$ cat config.mk
export PLATFORM = sky130hd
export DESIGN_NAME = tcc_ctrl
export DESIGN_NICKNAME = d
export VERILOG_FILES = /design/src/rtl/tcc_ctrl.v
export VERILOG_INCLUDE_DIRS = /design/src /design/src/rtl
export SDC_FILE = /design/constraint.sdc
export NUM_CORES = 1
export LEC_CHECK = 0
export BUFFER_PORTS_ARGS = -buffer_cell sky130_fd_sc_hd__buf_2
export CAP_MARGIN = 20
export CORE_ASPECT_RATIO = 1.5
export CORE_MARGIN = 2
export CORE_UTILIZATION = 47
export CTS_CLUSTER_SIZE = 20
export DETAILED_ROUTE_END_ITERATION = 8
export GPL_TIMING_DRIVEN = 0
export MAX_ROUTING_LAYER = met4
export PLACE_DENSITY = 0.77
export SLEW_MARGIN = 20
export SYNTH_ARGS = -nofsm -noshare
export SYNTH_HDL_FRONTEND = slang
export SYNTH_SLANG_ARGS = --single-unit
$ cat constraint.sdc
create_clock -name clock -period 3.8 [get_ports clock]
set_input_delay 0.19 -clock clock [delete_from_list [all_inputs] [get_ports clock]]
set_output_delay 0.19 -clock clock [all_outputs]
set_load 0.1 [all_outputs]
$ cat src/rtl/tcc_regs.vh
`ifndef TCC_REGS_VH
`define TCC_REGS_VH

// Register indexes; byte address is four times the index
`define TCC_IDX_SYS_CTRL_ONE   6'h06
`define TCC_IDX_OUT_ACT_HI     6'h08
`define TCC_IDX_OUT_ACT_LO     6'h09
`define TCC_IDX_EDGE_HI        6'h0a
`define TCC_IDX_EDGE_LO        6'h0b
`define TCC_IDX_CH_IRQ_EN      6'h0c
`define TCC_IDX_PRESC_OVF      6'h0d
`define TCC_IDX_CH_FLAGS       6'h0e
`define TCC_IDX_OVF_FLAG       6'h0f

// Address split
`define TCC_ADDR_W             8
`define TCC_IDX_MSB            7
`define TCC_IDX_LSB            2

// Field positions
`define TCC_BIT_TIMER_EN       7
`define TCC_BIT_FAST_CLR       4
`define TCC_BIT_PREC_MODE      3
`define TCC_BIT_OVF_IRQ_EN     7
`define TCC_BIT_OVF_FLAG       7
`define TCC_PRESC_MSB          2
`define TCC_PRESC_LSB          0

// Reset values
`define TCC_RST_BYTE           8'h00
`define TCC_RST_NIBBLE         4'h0
`define TCC_RST_PRESC          3'h0
`define TCC_RST_DIV            8'h00

// Bus answers and widths
`define TCC_RESP_OKAY          2'h0
`define TCC_RESP_SLVERR        2'h2
`define TCC_ZERO_WORD          32'h0000_0000
`define TCC_ZERO_24            24'h00_0000
`define TCC_DIV_ONE            8'h01

// Output action codes, mode bit then level bit
`define TCC_ACT_NONE           2'h0
`define TCC_ACT_TOGGLE         2'h1
`define TCC_ACT_LOW            2'h2
`define TCC_ACT_HIGH           2'h3

`endif

$ cat src/rtl/tcc_ctrl.v
// Notes on behaviour
// - Compare action per mode/level: none, toggle, low, high
// - Mode or level set makes pin an output
// - Pin disconnect bit blocks compare output driving
// - Edge select: off, rising, falling, both
// - Channel irq when flag and enable set
// - Overflow enable gates overflow flag request
// - New prescale applies when prescaler counter zero
// - Capture or compare match sets channel flag
// - Write one clears channel flag, timer enabled
// - Writing zero leaves flags unchanged
// - Fast clear: value register access clears flag
// - Fast clear: counter access clears overflow flag
// - Counter wrap sets overflow flag
// - Write one bit 7 clears overflow, enabled
// - Unimplemented channel bits ignore writes, read zero
// - Timer enable bit stops or runs timer
// - Precision mode uses eight-bit divisor instead
//
// The implementer's own choice: the AXI4-Lite slave port.
`timescale 1ns/1ps
`include "tcc_regs.vh"
`default_nettype none

module tcc_ctrl (
  input  wire        clock,
  input  wire        reset_n,
  // AXI4-Lite slave
  input  wire [7:0]  s_axi_awaddr,
  input  wire        s_axi_awvalid,
  output reg         s_axi_awready,
  input  wire [31:0] s_axi_wdata,
  input  wire [3:0]  s_axi_wstrb,
  input  wire        s_axi_wvalid,
  output reg         s_axi_wready,
  output reg  [1:0]  s_axi_bresp,
  output reg         s_axi_bvalid,
  input  wire        s_axi_bready,
  input  wire [7:0]  s_axi_araddr,
  input  wire        s_axi_arvalid,
  output reg         s_axi_arready,
  output reg  [31:0] s_axi_rdata,
  output reg  [1:0]  s_axi_rresp,
  output reg         s_axi_rvalid,
  input  wire        s_axi_rready,
  // Timer neighbours, same clock
  input  wire        counter_wrap,
  input  wire        counter_access,
  input  wire [3:0]  compare_match,
  input  wire [3:0]  channel_is_compare,
  input  wire [3:0]  value_read,
  input  wire [3:0]  value_write,
  input  wire [3:0]  pin_disconnect_bit,
  input  wire [7:0]  precision_divisor,
  // Channel pins
  input  wire [3:0]  channel_pin_in,
  output reg  [3:0]  compare_output,
  output reg  [3:0]  channel_pin_oe,
  // Timer status to neighbours
  output reg         timer_run,
  output reg         prescale_tick,
  output reg  [3:0]  capture_event,
  output reg  [3:0]  channel_irq,
  output reg         overflow_irq
);

  //////////////////////////////////////////////////////////////////////////
  // Reset release

  reg        rst_meta_n;
  reg        rst_n;

  // Two stages so release never lands near a clock edge
  always @(posedge clock or negedge reset_n) begin
    if (!reset_n) begin
      rst_meta_n <= 1'b0;
      rst_n      <= 1'b0;
    end else begin
      rst_meta_n <= 1'b1;
      rst_n      <= rst_meta_n;
    end
  end

  //////////////////////////////////////////////////////////////////////////
  // Registers

  reg        timer_enable_bit;
  reg        fast_flag_clear;
  reg        precision_prescale_mode;
  reg        prec_mode_locked;
  reg  [3:0] out_mode_bit;
  reg  [3:0] out_level_bit;
  reg  [3:0] edge_sel_high;
  reg  [3:0] edge_sel_low;
  reg  [3:0] channel_irq_enable_bits;
  reg        overflow_irq_enable;
  reg  [2:0] prescale_select;
  reg  [3:0] channel_event_flag;
  reg        overflow_flag;

  //////////////////////////////////////////////////////////////////////////
  // AXI4-Lite write path

  reg  [5:0] aw_idx;
  reg        aw_held;
  reg  [7:0] w_byte;
  reg        w_lane0;
  reg        w_held;
  wire       do_write;
  wire [7:0] wr_data;
  reg        wr_mapped;

  // Address and data may arrive in either order; each is parked
  assign do_write = aw_held && w_held && !s_axi_bvalid;
  // A cleared lane 0 strobe writes nothing, since registers are a byte
  assign wr_data  = w_byte;

  always @(posedge clock or negedge rst_n) begin
    if (!rst_n) begin
      aw_held       <= 1'b0;
      aw_idx        <= 6'h00;
      w_held        <= 1'b0;
      w_byte        <= `TCC_RST_BYTE;
      w_lane0       <= 1'b0;
      s_axi_awready <= 1'b0;
      s_axi_wready  <= 1'b0;
      s_axi_bvalid  <= 1'b0;
      s_axi_bresp   <= `TCC_RESP_OKAY;
    end else begin
      s_axi_awready <= !aw_held && !(s_axi_awvalid && s_axi_awready);
      s_axi_wready  <= !w_held && !(s_axi_wvalid && s_axi_wready);
      if (s_axi_awvalid && s_axi_awready) begin
        aw_held <= 1'b1;
        aw_idx  <= s_axi_awaddr[`TCC_IDX_MSB:`TCC_IDX_LSB];
      end
      if (s_axi_wvalid && s_axi_wready) begin
        w_held  <= 1'b1;
        w_byte  <= s_axi_wdata[7:0];
        w_lane0 <= s_axi_wstrb[0];
      end
      if (do_write) begin
        aw_held      <= 1'b0;
        w_held       <= 1'b0;
        s_axi_bvalid <= 1'b1;
        s_axi_bresp  <= wr_mapped ? `TCC_RESP_OKAY : `TCC_RESP_SLVERR;
      end else if (s_axi_bvalid && s_axi_bready) begin
        s_axi_bvalid <= 1'b0;
      end
    end
  end

  // Write decode
  always @* begin
    if (aw_idx == `TCC_IDX_SYS_CTRL_ONE)
      wr_mapped = 1'b1;
    else if (aw_idx >= `TCC_IDX_OUT_ACT_HI && aw_idx <= `TCC_IDX_OVF_FLAG)
      wr_mapped = 1'b1;
    else
      wr_mapped = 1'b0;
  end

  wire wr_en = do_write && w_lane0;
  wire wr_sys = wr_en && (aw_idx == `TCC_IDX_SYS_CTRL_ONE);
  wire wr_act = wr_en && (aw_idx == `TCC_IDX_OUT_ACT_LO);
  wire wr_edg = wr_en && (aw_idx == `TCC_IDX_EDGE_LO);
  wire wr_ien = wr_en && (aw_idx == `TCC_IDX_CH_IRQ_EN);
  wire wr_psc = wr_en && (aw_idx == `TCC_IDX_PRESC_OVF);
  wire wr_cfl = wr_en && (aw_idx == `TCC_IDX_CH_FLAGS);
  wire wr_ofl = wr_en && (aw_idx == `TCC_IDX_OVF_FLAG);

  //////////////////////////////////////////////////////////////////////////
  // Control registers; high halves hold no channels and stay zero

  always @(posedge clock or negedge rst_n) begin
    if (!rst_n) begin
      timer_enable_bit        <= 1'b0;
      fast_flag_clear         <= 1'b0;
      precision_prescale_mode <= 1'b0;
      prec_mode_locked        <= 1'b0;
      out_mode_bit            <= `TCC_RST_NIBBLE;
      out_level_bit           <= `TCC_RST_NIBBLE;
      edge_sel_high           <= `TCC_RST_NIBBLE;
      edge_sel_low            <= `TCC_RST_NIBBLE;
      channel_irq_enable_bits <= `TCC_RST_NIBBLE;
      overflow_irq_enable     <= 1'b0;
      prescale_select         <= `TCC_RST_PRESC;
    end else begin
      if (wr_sys) begin
        timer_enable_bit <= wr_data[`TCC_BIT_TIMER_EN];
        fast_flag_clear  <= wr_data[`TCC_BIT_FAST_CLR];
        // Precision mode may be written once after reset only
        if (!prec_mode_locked) begin
          precision_prescale_mode <= wr_data[`TCC_BIT_PREC_MODE];
          prec_mode_locked        <= 1'b1;
        end
      end
      if (wr_act) begin
        out_mode_bit  <= {wr_data[7], wr_data[5], wr_data[3], wr_data[1]};
        out_level_bit <= {wr_data[6], wr_data[4], wr_data[2], wr_data[0]};
      end
      if (wr_edg) begin
        edge_sel_high <= {wr_data[7], wr_data[5], wr_data[3], wr_data[1]};
        edge_sel_low  <= {wr_data[6], wr_data[4], wr_data[2], wr_data[0]};
      end
      if (wr_ien)
        channel_irq_enable_bits <= wr_data[3:0];
      if (wr_psc) begin
        overflow_irq_enable <= wr_data[`TCC_BIT_OVF_IRQ_EN];
        prescale_select     <= wr_data[`TCC_PRESC_MSB:`TCC_PRESC_LSB];
      end
    end
  end

  //////////////////////////////////////////////////////////////////////////
  // Prescaler

  reg  [7:0] presc_count;
  reg  [7:0] presc_active;
  reg  [7:0] presc_wanted;

  // Divisor minus one: legacy power of two or precision value
  always @* begin
    if (precision_prescale_mode)
      presc_wanted = precision_divisor;
    else
      presc_wanted = (`TCC_DIV_ONE << prescale_select) - `TCC_DIV_ONE;
  end

  // A new divisor is only picked up on the zero boundary so no
  // shortened or stretched period appears mid-count
  always @(posedge clock or negedge rst_n) begin
    if (!rst_n) begin
      presc_count   <= `TCC_RST_DIV;
      presc_active  <= `TCC_RST_DIV;
      prescale_tick <= 1'b0;
      timer_run     <= 1'b0;
    end else begin
      timer_run <= timer_enable_bit;
      if (!timer_enable_bit) begin
        presc_count   <= `TCC_RST_DIV;
        presc_active  <= presc_wanted;
        prescale_tick <= 1'b0;
      end else if (presc_count >= presc_active) begin
        presc_count   <= `TCC_RST_DIV;
        presc_active  <= presc_wanted;
        prescale_tick <= 1'b1;
      end else begin
        presc_count   <= presc_count + `TCC_DIV_ONE;
        prescale_tick <= 1'b0;
      end
    end
  end

  //////////////////////////////////////////////////////////////////////////
  // Channels: pin sync, edge detect, compare action, flags

  wire [3:0] flag_set;
  wire [3:0] flag_clr;

  genvar ch;
  generate
    for (ch = 0; ch < 4; ch = ch + 1) begin : g_ch
      reg  pin_s1;
      reg  pin_s2;
      reg  pin_s3;
      reg  pin_level;
      wire pin_agree;
      wire rise;
      wire fall;
      wire capture;

      // Three stages; a change counts once stages two and three agree
      always @(posedge clock or negedge rst_n) begin
        if (!rst_n) begin
          pin_s1    <= 1'b0;
          pin_s2    <= 1'b0;
          pin_s3    <= 1'b0;
          pin_level <= 1'b0;
        end else begin
          pin_s1 <= channel_pin_in[ch];
          pin_s2 <= pin_s1;
          pin_s3 <= pin_s2;
          if (pin_agree)
            pin_level <= pin_s3;
        end
      end

      assign pin_agree = (pin_s2 == pin_s3);
      assign rise      = pin_agree && pin_s3 && !pin_level;
      assign fall      = pin_agree && !pin_s3 && pin_level;
      // Edge select picks which transitions capture
      assign capture   = !channel_is_compare[ch] &&
                         ((edge_sel_low[ch] && rise) ||
                          (edge_sel_high[ch] && fall));

      // Compare action on a match
      always @(posedge clock or negedge rst_n) begin
        if (!rst_n) begin
          compare_output[ch] <= 1'b0;
          channel_pin_oe[ch] <= 1'b0;
          capture_event[ch]  <= 1'b0;
        end else begin
          capture_event[ch] <= capture;
          // Disconnect wins so the pin is left to other logic
          channel_pin_oe[ch] <= (out_mode_bit[ch] || out_level_bit[ch])
                                && !pin_disconnect_bit[ch];
          if (compare_match[ch] && channel_is_compare[ch]) begin
            case ({out_mode_bit[ch], out_level_bit[ch]})
              `TCC_ACT_TOGGLE: compare_output[ch] <= !compare_output[ch];
              `TCC_ACT_LOW:    compare_output[ch] <= 1'b0;
              `TCC_ACT_HIGH:   compare_output[ch] <= 1'b1;
              default:         compare_output[ch] <= compare_output[ch];
            endcase
          end
        end
      end

      // Flag still sets when disconnected; only the pin is cut
      assign flag_set[ch] = capture ||
             (compare_match[ch] && channel_is_compare[ch]);
      assign flag_clr[ch] =
             (wr_cfl && wr_data[ch] && timer_enable_bit) ||
             (fast_flag_clear &&
              ((value_read[ch] && !channel_is_compare[ch]) ||
               (value_write[ch] && channel_is_compare[ch])));
    end
  endgenerate

  //////////////////////////////////////////////////////////////////////////
  // Event flags and interrupt requests

  wire ovf_clr = (wr_ofl && wr_data[`TCC_BIT_OVF_FLAG] &&
                  timer_enable_bit) ||
                 (fast_flag_clear && counter_access);

  // Set is applied after clear so a same-cycle event survives
  always @(posedge clock or negedge rst_n) begin
    if (!rst_n) begin
      channel_event_flag <= `TCC_RST_NIBBLE;
      overflow_flag      <= 1'b0;
      channel_irq        <= `TCC_RST_NIBBLE;
      overflow_irq       <= 1'b0;
    end else begin
      channel_event_flag <= (channel_event_flag & ~flag_clr) |
                            flag_set;
      overflow_flag      <= (overflow_flag && !ovf_clr) ||
                            counter_wrap;
      channel_irq        <= channel_event_flag &
                            channel_irq_enable_bits;
      overflow_irq       <= overflow_flag && overflow_irq_enable;
    end
  end

  //////////////////////////////////////////////////////////////////////////
  // AXI4-Lite read path

  reg  [7:0] rd_byte;
  reg        rd_mapped;
  wire [5:0] ar_idx = s_axi_araddr[`TCC_IDX_MSB:`TCC_IDX_LSB];

  // Read decode; unused channel bits read zero
  always @* begin
    rd_byte   = `TCC_RST_BYTE;
    rd_mapped = 1'b1;
    if (ar_idx == `TCC_IDX_SYS_CTRL_ONE)
      rd_byte = {timer_enable_bit, 2'b00, fast_flag_clear,
                 precision_prescale_mode, 3'b000};
    else if (ar_idx == `TCC_IDX_OUT_ACT_HI)
      rd_byte = `TCC_RST_BYTE;
    else if (ar_idx == `TCC_IDX_OUT_ACT_LO)
      rd_byte = {out_mode_bit[3], out_level_bit[3],
                 out_mode_bit[2], out_level_bit[2],
                 out_mode_bit[1], out_level_bit[1],
                 out_mode_bit[0], out_level_bit[0]};
    else if (ar_idx == `TCC_IDX_EDGE_HI)
      rd_byte = `TCC_RST_BYTE;
    else if (ar_idx == `TCC_IDX_EDGE_LO)
      rd_byte = {edge_sel_high[3], edge_sel_low[3],
                 edge_sel_high[2], edge_sel_low[2],
                 edge_sel_high[1], edge_sel_low[1],
                 edge_sel_high[0], edge_sel_low[0]};
    else if (ar_idx == `TCC_IDX_CH_IRQ_EN)
      rd_byte = {4'h0, channel_irq_enable_bits};
    else if (ar_idx == `TCC_IDX_PRESC_OVF)
      rd_byte = {overflow_irq_enable, 4'h0, prescale_select};
    else if (ar_idx == `TCC_IDX_CH_FLAGS)
      rd_byte = {4'h0, channel_event_flag};
    else if (ar_idx == `TCC_IDX_OVF_FLAG)
      rd_byte = {overflow_flag, 7'h00};
    else
      rd_mapped = 1'b0;
  end

  // One read at a time; arready drops while an answer is pending
  always @(posedge clock or negedge rst_n) begin
    if (!rst_n) begin
      s_axi_arready <= 1'b0;
      s_axi_rvalid  <= 1'b0;
      s_axi_rdata   <= `TCC_ZERO_WORD;
      s_axi_rresp   <= `TCC_RESP_OKAY;
    end else begin
      if (s_axi_arvalid && s_axi_arready) begin
        s_axi_arready <= 1'b0;
        s_axi_rvalid  <= 1'b1;
        s_axi_rdata   <= {`TCC_ZERO_24, rd_byte};
        s_axi_rresp   <= rd_mapped ? `TCC_RESP_OKAY : `TCC_RESP_SLVERR;
      end else if (s_axi_rvalid) begin
        if (s_axi_rready) begin
          s_axi_rvalid  <= 1'b0;
          s_axi_arready <= 1'b1;
        end
      end else begin
        s_axi_arready <= 1'b1;
      end
    end
  end

endmodule

`default_nettype wire

==> results of run 1 <==
==> flip-flops by register name (all words and copies together) (netlist names), 3 cells and up <==
| register | flops |
|---|---|
| s_axi_rdata | 8 |
| channel_pin_oe | 4 |
| g_ch.pin_s2 | 4 |
| prescale_select | 3 |
| presc_count | 8 |
| channel_irq | 4 |
| channel_irq_enable_bits | 4 |
| aw_idx | 6 |
| w_byte | 8 |
| edge_sel_low | 4 |
| presc_active | 8 |
| edge_sel_high | 4 |
| g_ch.pin_level | 4 |
| out_mode_bit | 4 |
| compare_output | 4 |
| g_ch.pin_s3 | 4 |
| out_level_bit | 4 |
| capture_event | 4 |
| channel_event_flag | 4 |
| g_ch.pin_s1 | 4 |
==> worst max path at each step <==
stage	cells after the start	endpoint	startpoint
after floorplan	0	aw_held	rst_n
after global placement	0	presc_count[0]	rst_n
after detailed placement	9	presc_active[6]	prescale_select[1]
after CTS	7	presc_active[6]	presc_count[5]
after global routing	9	presc_active[6]	prescale_select[1]
final	7	presc_active[6]	presc_count[5]
==> per-layer routing <==
metal | vias up | part of all wire, % | wire length [um] | global-route usage [%]
met5 | - | 0 | 0 | -
met4 | 0 | 2.8 | 348 | 10.1
met3 | 27 | 4.5 | 556 | 5.29
met2 | 118 | 53 | 6520 | 36.5
met1 | 1936 | 40 | 4850 | 23.2
li1 | 1927 | - | - | -
==> layout make-up <==
type                    count  share of cell area (%)
flip-flops and latches    118                    42.4
plain buffers              36                    3.39
inverters                  26                    1.40
clock buffers              21                    6.89
multi-input cells         323                    31.8
well taps                 150                    2.69
repair buffers            115                    10.0
clock inverters            11                    1.43
==> per-stage QoR <==
| step | std cells | power, mW | worst slack, ns | TNS (ns) |
|---|---|---|---|---|
| CTS | 799 | 4.92 | 1.66 | 0 |
| finish | 800 | 4.90 | 1.64 | 0 |
| floorplan | 503 | 3.02 | 0.269 | 0 |
| global placement | 747 | 3.30 | -0.823 | -94.80 |
| global route | 800 | 5.14 | 1.47 | 0 |
| detailed placement | 748 | 3.37 | 1.68 | 0 |
==> worst max-delay path, cell delays in order (launching register included) <==
cell and delay (ns):
dfrtp_1 0.42, ha_1 0.33, a21oi_1 0.14, o21ai_0 0.09, a21oi_1 0.20, nand3_1 0.37, buf_2 0.33, mux2i_1 0.14
==> cell families (layout without fill, tap and decap cells) <==
group / count (synthesis) / in the layout / synth area share (%)
AND/OR/NAND/NOR: 132 / 132 / 13.0
other: 2 / 27 / 0.139
buffers and inverters: 62 / 209 / 6.17
AO/OA/AOI/OAI: 77 / 77 / 8.32
XOR/XNOR: 8 / 8 / 1.29
adder cells (fa/ha/maj): 18 / 18 / 4.16
flip-flops: 118 / 118 / 54.6
multiplexers: 61 / 61 / 12.3
==> Yosys cell counts, types with 3 or more instances <==
cell and number:
o21ai_0 25, nand3b_1 4, ha_1 18, xor2_1 5
clkbuf_1 7, or3b_1 5, xnor2_1 3, a21oi_1 29
a22o_1 6, dfrtp_1 118, buf_2 3, buf_4 26
mux2i_1 17, nand2b_1 3, nor2b_1 5, inv_1 26
mux2_2 44, nor2_1 30, and3_1 4, or2_2 5
and2_1 6, nand2_1 36, o22ai_1 6, a221o_1 4
nor3_1 4, nand3_1 14
==> power groups by stage <==
stage | registers (mW) | clock network, mW | logic (mW)
5_1_grt | 1.87 | 1.62 | 1.65
4_1_cts | 1.83 | 1.55 | 1.55
3_3_place_gp | 1.84 | 0 | 1.46
3_5_place_dp | 1.85 | 0 | 1.53
6_report | 1.83 | 1.53 | 1.54
2_1_floorplan | 2.28 | 0 | 0.744
==> repair_timing <==
action / in CTS / in global routing
endpoints found under the hold margin: 20 / 1
endpoints found under the setup margin: 0 / 0
hold buffers: 19 / 1
==> flow_summary.yaml, run 1 <==
yosys:
  netlist_instances: 478
  synth_area_per_cell_um2: 11.3
  synth_top_area_share_pct: 54.6
  synth_edf_count: 0
  yosys_most_used_dff: "dfrtp_1"
  synth_area_leaders: "dfrtp_1 (55%), mux2_2 (9.2%), ha_1 (4.2%)"
  synth_seq_cells: 118
  async_flop_share_pct: 100
  ys_seq_area_share_pct: 54.6
  yosys.area.top_type: "dfrtp_1"
  ys_types: 46
  synth_area_um2: 5410
  yosysWarnings: 0
floorplanning:
  coreArea_um2: 11400
  die-area_um2: 12400
  row_count: 48
  start_util_pct: 47.7
  die_w_um: 91.6
  die_h_um: 135
  io-pin-count: 153
setup_path:
  rr_worst_depth: 7
  startpoint_type: "flop"
  critPathArrivalTime_ns: 2.44
  critPathCaptureType: "flop"
  required_ns: 4.09
  r2r_setup_slack_ns: 1.64
  path_class: "flop to flop"
  r2r_end: "presc_active[6]"
  rr_startpoint: "presc_count[5]"
  critPathMaxFanout: 10
clock_network:
  htree_levels: 4
  clock-root-buffer: "clkbuf_16"
  cts_buffer_depth: 2
  postCtsResizedCells: 0
  tritoncts: "yes"
  cts_sinks: 118
  post_cts_buffers: 0
  cts_made_buffers: 17
  clkLatencyLatePin_ns: 0.42
  path_clk_slew_ns: 0.05
route:
  first_iter_violations: 260
  drcViolationCount: 0
  wl_um: 12300
  wl_per_cell_um: 15.3
  ant_nets: 0
  drtPass1Iterations: 4
  viasPerCell: 5.01
  route.vias.total: 4008
final_layout:
  fin_util_pct: 61.5
  drive_above_1_share_pct: 32.9
  antennaDiodeCount: 0
  mostFrequentLayoutCells: "dfrtp_1 (117), buf_2 (97), mux2_2 (44)"
  postLayoutCellArea_um2: 6980
  syn2layout_area_growth_pct: 28.9
  final_common_cell: "dfrtp_1"
  nets: 748
  register_area_um2: 2960
  fillers: 908
  multi_input_area_um2: 2220
power_and_ir_drop:
  power_frac_seq_pct: 37.3
  switching_power_mw: 1.90
  combPwrFrac_pct: 31.5
  p_sw_share_pct: 38.7
  clock_power_share_pct: 31.2
  power_density_nw_per_um2: 702
  intPower_mw: 3.00
  peakVddDrop_mv: 0.364
  p_leak_nw: 3.55
place:
  gp_congestion: 0.889
  place_area_um2: 6190
  io_buffer_count: 94
  dp_hpwl_um: 9040
job:
  maxCapViolCount: 0
timing:
  rsz0062_at_grt: "false"
  maxSlewViolCount: 0
  post-route-min-period_ns: 2.16
  hold_viol_final: 0
  whs_ns: 0.00599
  max_freq_mhz: 464
  tightest_slew_ns: 0.758
  slew-limit-headroom_pct: 49.0
  setup_viol: 0
  fin_worst_skew_ns: 0.0156
  period_share_pct: 56.7
grt:
  grt_max_degree: 61
  grt_pass1_vias: 4054
  antenna_found_initial: 0
  gr-total-overflow: 0
  grt_pass1_wl_um: 19700
  grt_use_total_pct: 21.4
worst_hold_path:
  min_from: "s_axi_wstrb[0]"
  min_to: "w_lane0"
  hp-class: "input pin to flop"
  min_path_cells: 2
run_status:
  outcome: "completed"
Note: power is estimated with default switching activity, not from simulation.
==> run 2: changes to the inputs <==
- ABC_AREA: unset -> 1
- CORE_UTILIZATION: 47 -> 48
- PLACE_DENSITY: 0.77 -> 0.78
- clock period: 3.8 -> 1.8 ns (I/O delays scaled with it)
==> flow_summary.yaml, run 2 <==
yosys:
  synth_area_um2: 5680
  yosys.area.top_type: "dfrtp_1"
  netlist_instances: 647
  synth_seq_cells: 118
  ys_seq_area_share_pct: 52.0
  yosys_most_used_dff: "dfrtp_1"
  yosysMostFrequentCell: "nand2_1"
  yosysWarnings: 0
  synth_area_per_cell_um2: 8.78
  async_flop_share_pct: 100
  ys_top_cells_by_count: "nand2_1 (165), dfrtp_1 (118), inv_1 (84)"
  ys_types: 42
  synth_top_area_share_pct: 52.0
  synth_area_leaders: "dfrtp_1 (52%), nand2_1 (11%), inv_1 (5.6%)"
  synth_edf_count: 0
floorplanning:
  coreArea_um2: 11500
  row_count: 48
  die_w_um: 92.8
  io-pin-count: 153
  die_h_um: 137
  start_util_pct: 49.2
  die-area_um2: 12700
grt:
  antenna_found_initial: 0
  grt_use_total_pct: 23.3
  grt_pass1_vias: 4823
  gr-total-overflow: 0
  grt_max_degree: 51
  grt_pass1_wl_um: 22200
clock_network:
  htree_levels: 4
  cts_made_buffers: 17
  tritoncts: "yes"
  clock-root-buffer: "clkbuf_16"
  cts_sinks: 118
  cts_buffer_depth: 2
  clkLatencyLatePin_ns: 0.41
  path_clk_slew_ns: 0.05
power_and_ir_drop:
  p_sw_share_pct: 39.3
  intPower_mw: 6.64
  switching_power_mw: 4.31
  peakVddDrop_mv: 1.07
  power_frac_seq_pct: 33.3
  combPwrFrac_pct: 32.7
  clock_power_share_pct: 34.1
  power_density_nw_per_um2: 1450
  p_leak_nw: 3.91
place:
  dp.cells: 919
  dp_hpwl_um: 9500
  gp_congestion: 0.869
  io_buffer_count: 95
route:
  ant_nets: 0
  first_iter_violations: 273
  wl_um: 13600
  drtPass1Iterations: 5
  viasPerCell: 4.79
  route.vias.total: 4748
  drcViolationCount: 0
  wl_per_cell_um: 13.7
setup_path:
  path_cells: "ha_1 > inv_1 > o21bai_1 > nand2_1 > nand2_1 > nand2_1 > nand4_4 > buf_4 > nand2_1 > o21ai_1"
  critPathSlowestCell: "dfrtp_1"
  required_ns: 2.10
  startpoint_type: "flop"
  critPathArrivalTime_ns: 2.02
  crit_top_cell: "nand2_1"
  crit_path_max_incr_delay_ns: 0.40
  critPathMaxFanout: 6
  path_class: "flop to flop"
  critPathCaptureType: "flop"
final_layout:
  final_common_cell: "nand2_1"
  fillers: 964
  fin_util_pct: 65.7
  syn2layout_area_growth_pct: 33.4
  antennaDiodeCount: 0
  drive_above_1_share_pct: 25.1
  stdcell_count: 992
  nets: 940
  mostFrequentLayoutCells: "nand2_1 (165), dfrtp_1 (117), buf_2 (97)"
timing:
  fin_worst_skew_ns: 0.0119
  post-route-min-period_ns: 1.72
  tightest_slew_ns: 0.528
  setup_viol: 0
  hold_viol_final: 0
  max_freq_mhz: 582
  period_share_pct: 95.5
  maxSlewViolCount: 0
  whs_ns: 0.00821
  slew-limit-headroom_pct: 64.8
job:
  maxCapViolCount: 0
run_status:
  outcome: "completed"
worst_hold_path:
  hp-class: "input pin to flop"
## run 2: cell type report
cell class	count	area, um2	area share, %
clock buffer	23	488	6.44
buffer	37	269	3.55
sequential	118	2960	39.0
tap	150	188	2.48
clock inverter	9	170	2.25
multi-input combinational	426	2240	29.5
timing repair buffer	139	928	12.3
inverter	90	338	4.46
## run 2: metal layers
metal / vias up / GRT usage (%) / wire length, um
met1: 2211 / 24.4 / 5190
met5: - / - / 0
met4: 0 / 11.6 / 456
met3: 32 / 4.87 / 535
met2: 132 / 41.3 / 7430
li1: 2373 / - / -
## run 2: what timing repair did
action                     4_1_cts  5_1_grt
cloned                           0        1
hold endpoints to repair        35        0
hold buffers                    36        0
pin swaps                        0        2
resized for setup                2        9
buffers inserted                 0        5
setup endpoints to repair        1       17
## run 2: cells by family (layout without fill, tap and decap cells)
family	Yosys count	in the layout	share of synthesized area, %
and+or+nand+nor	274	274	22.2
buffers and inverters	128	298	10.5
DFF	118	118	52.0
AOI/OAI and AO/OA	102	102	10.4
adders and majority gates	18	18	3.97
xor gates and xnor gates	4	4	0.617
other	2	27	0.132
muxes	1	1	0.176
## run 2: worst max-delay path: cells and delay by family, from the launching register on
| kind | cells | cell delay (ns) |
|---|---|---|
| and+or+nand+nor | 5 | 0.45 |
| AOI/OAI and AO/OA | 2 | 0.11 |
| buffers and inverters | 2 | 0.30 |
| adders and majority gates | 1 | 0.34 |
| DFF | 1 | 0.40 |
## run 2: final timing paths
path                       slack (ns)  depth (start not counted)                 start                end
min in group asynchronous        0.28                          0                 rst_n       s_axi_wready
hold reg to reg                  0.28                          0                 rst_n       s_axi_wready
max in group asynchronous        0.68                          2                 rst_n  compare_output[0]
hold / removal                  0.008                          5  precision_divisor[6]    presc_active[6]
setup reg to reg                 0.08                         10        presc_count[1]    presc_active[6]
setup / recovery                 0.08                         10        presc_count[1]    presc_active[6]
## run 2: metrics by stage
step / cell area (um2) / TNS [ns] / power (mW) / setup WS (ns)
after detailed placement: 6490 / 0 / 7.08 / 0.0318
after global routing: 7570 / -0.119 / 11.5 / -0.0350
after global placement: 6440 / 0 / 7.00 / 0.117
after CTS: 7510 / 0 / 10.9 / 0.0119
after floorplan: 5780 / 0 / 6.36 / 0.00215
final: 7570 / 0 / 11.0 / 0.0818
## run 2: power groups by stage
stage          combinational (mW)  sequential, mW  clock, mW
2_1_floorplan                1.53            4.83          0
3_3_place_gp                 3.31            3.69          0
3_5_place_dp                 3.41            3.67          0
4_1_cts                      3.53            3.64       3.77
5_1_grt                      3.88            3.72       3.89
6_report                     3.58            3.64       3.73
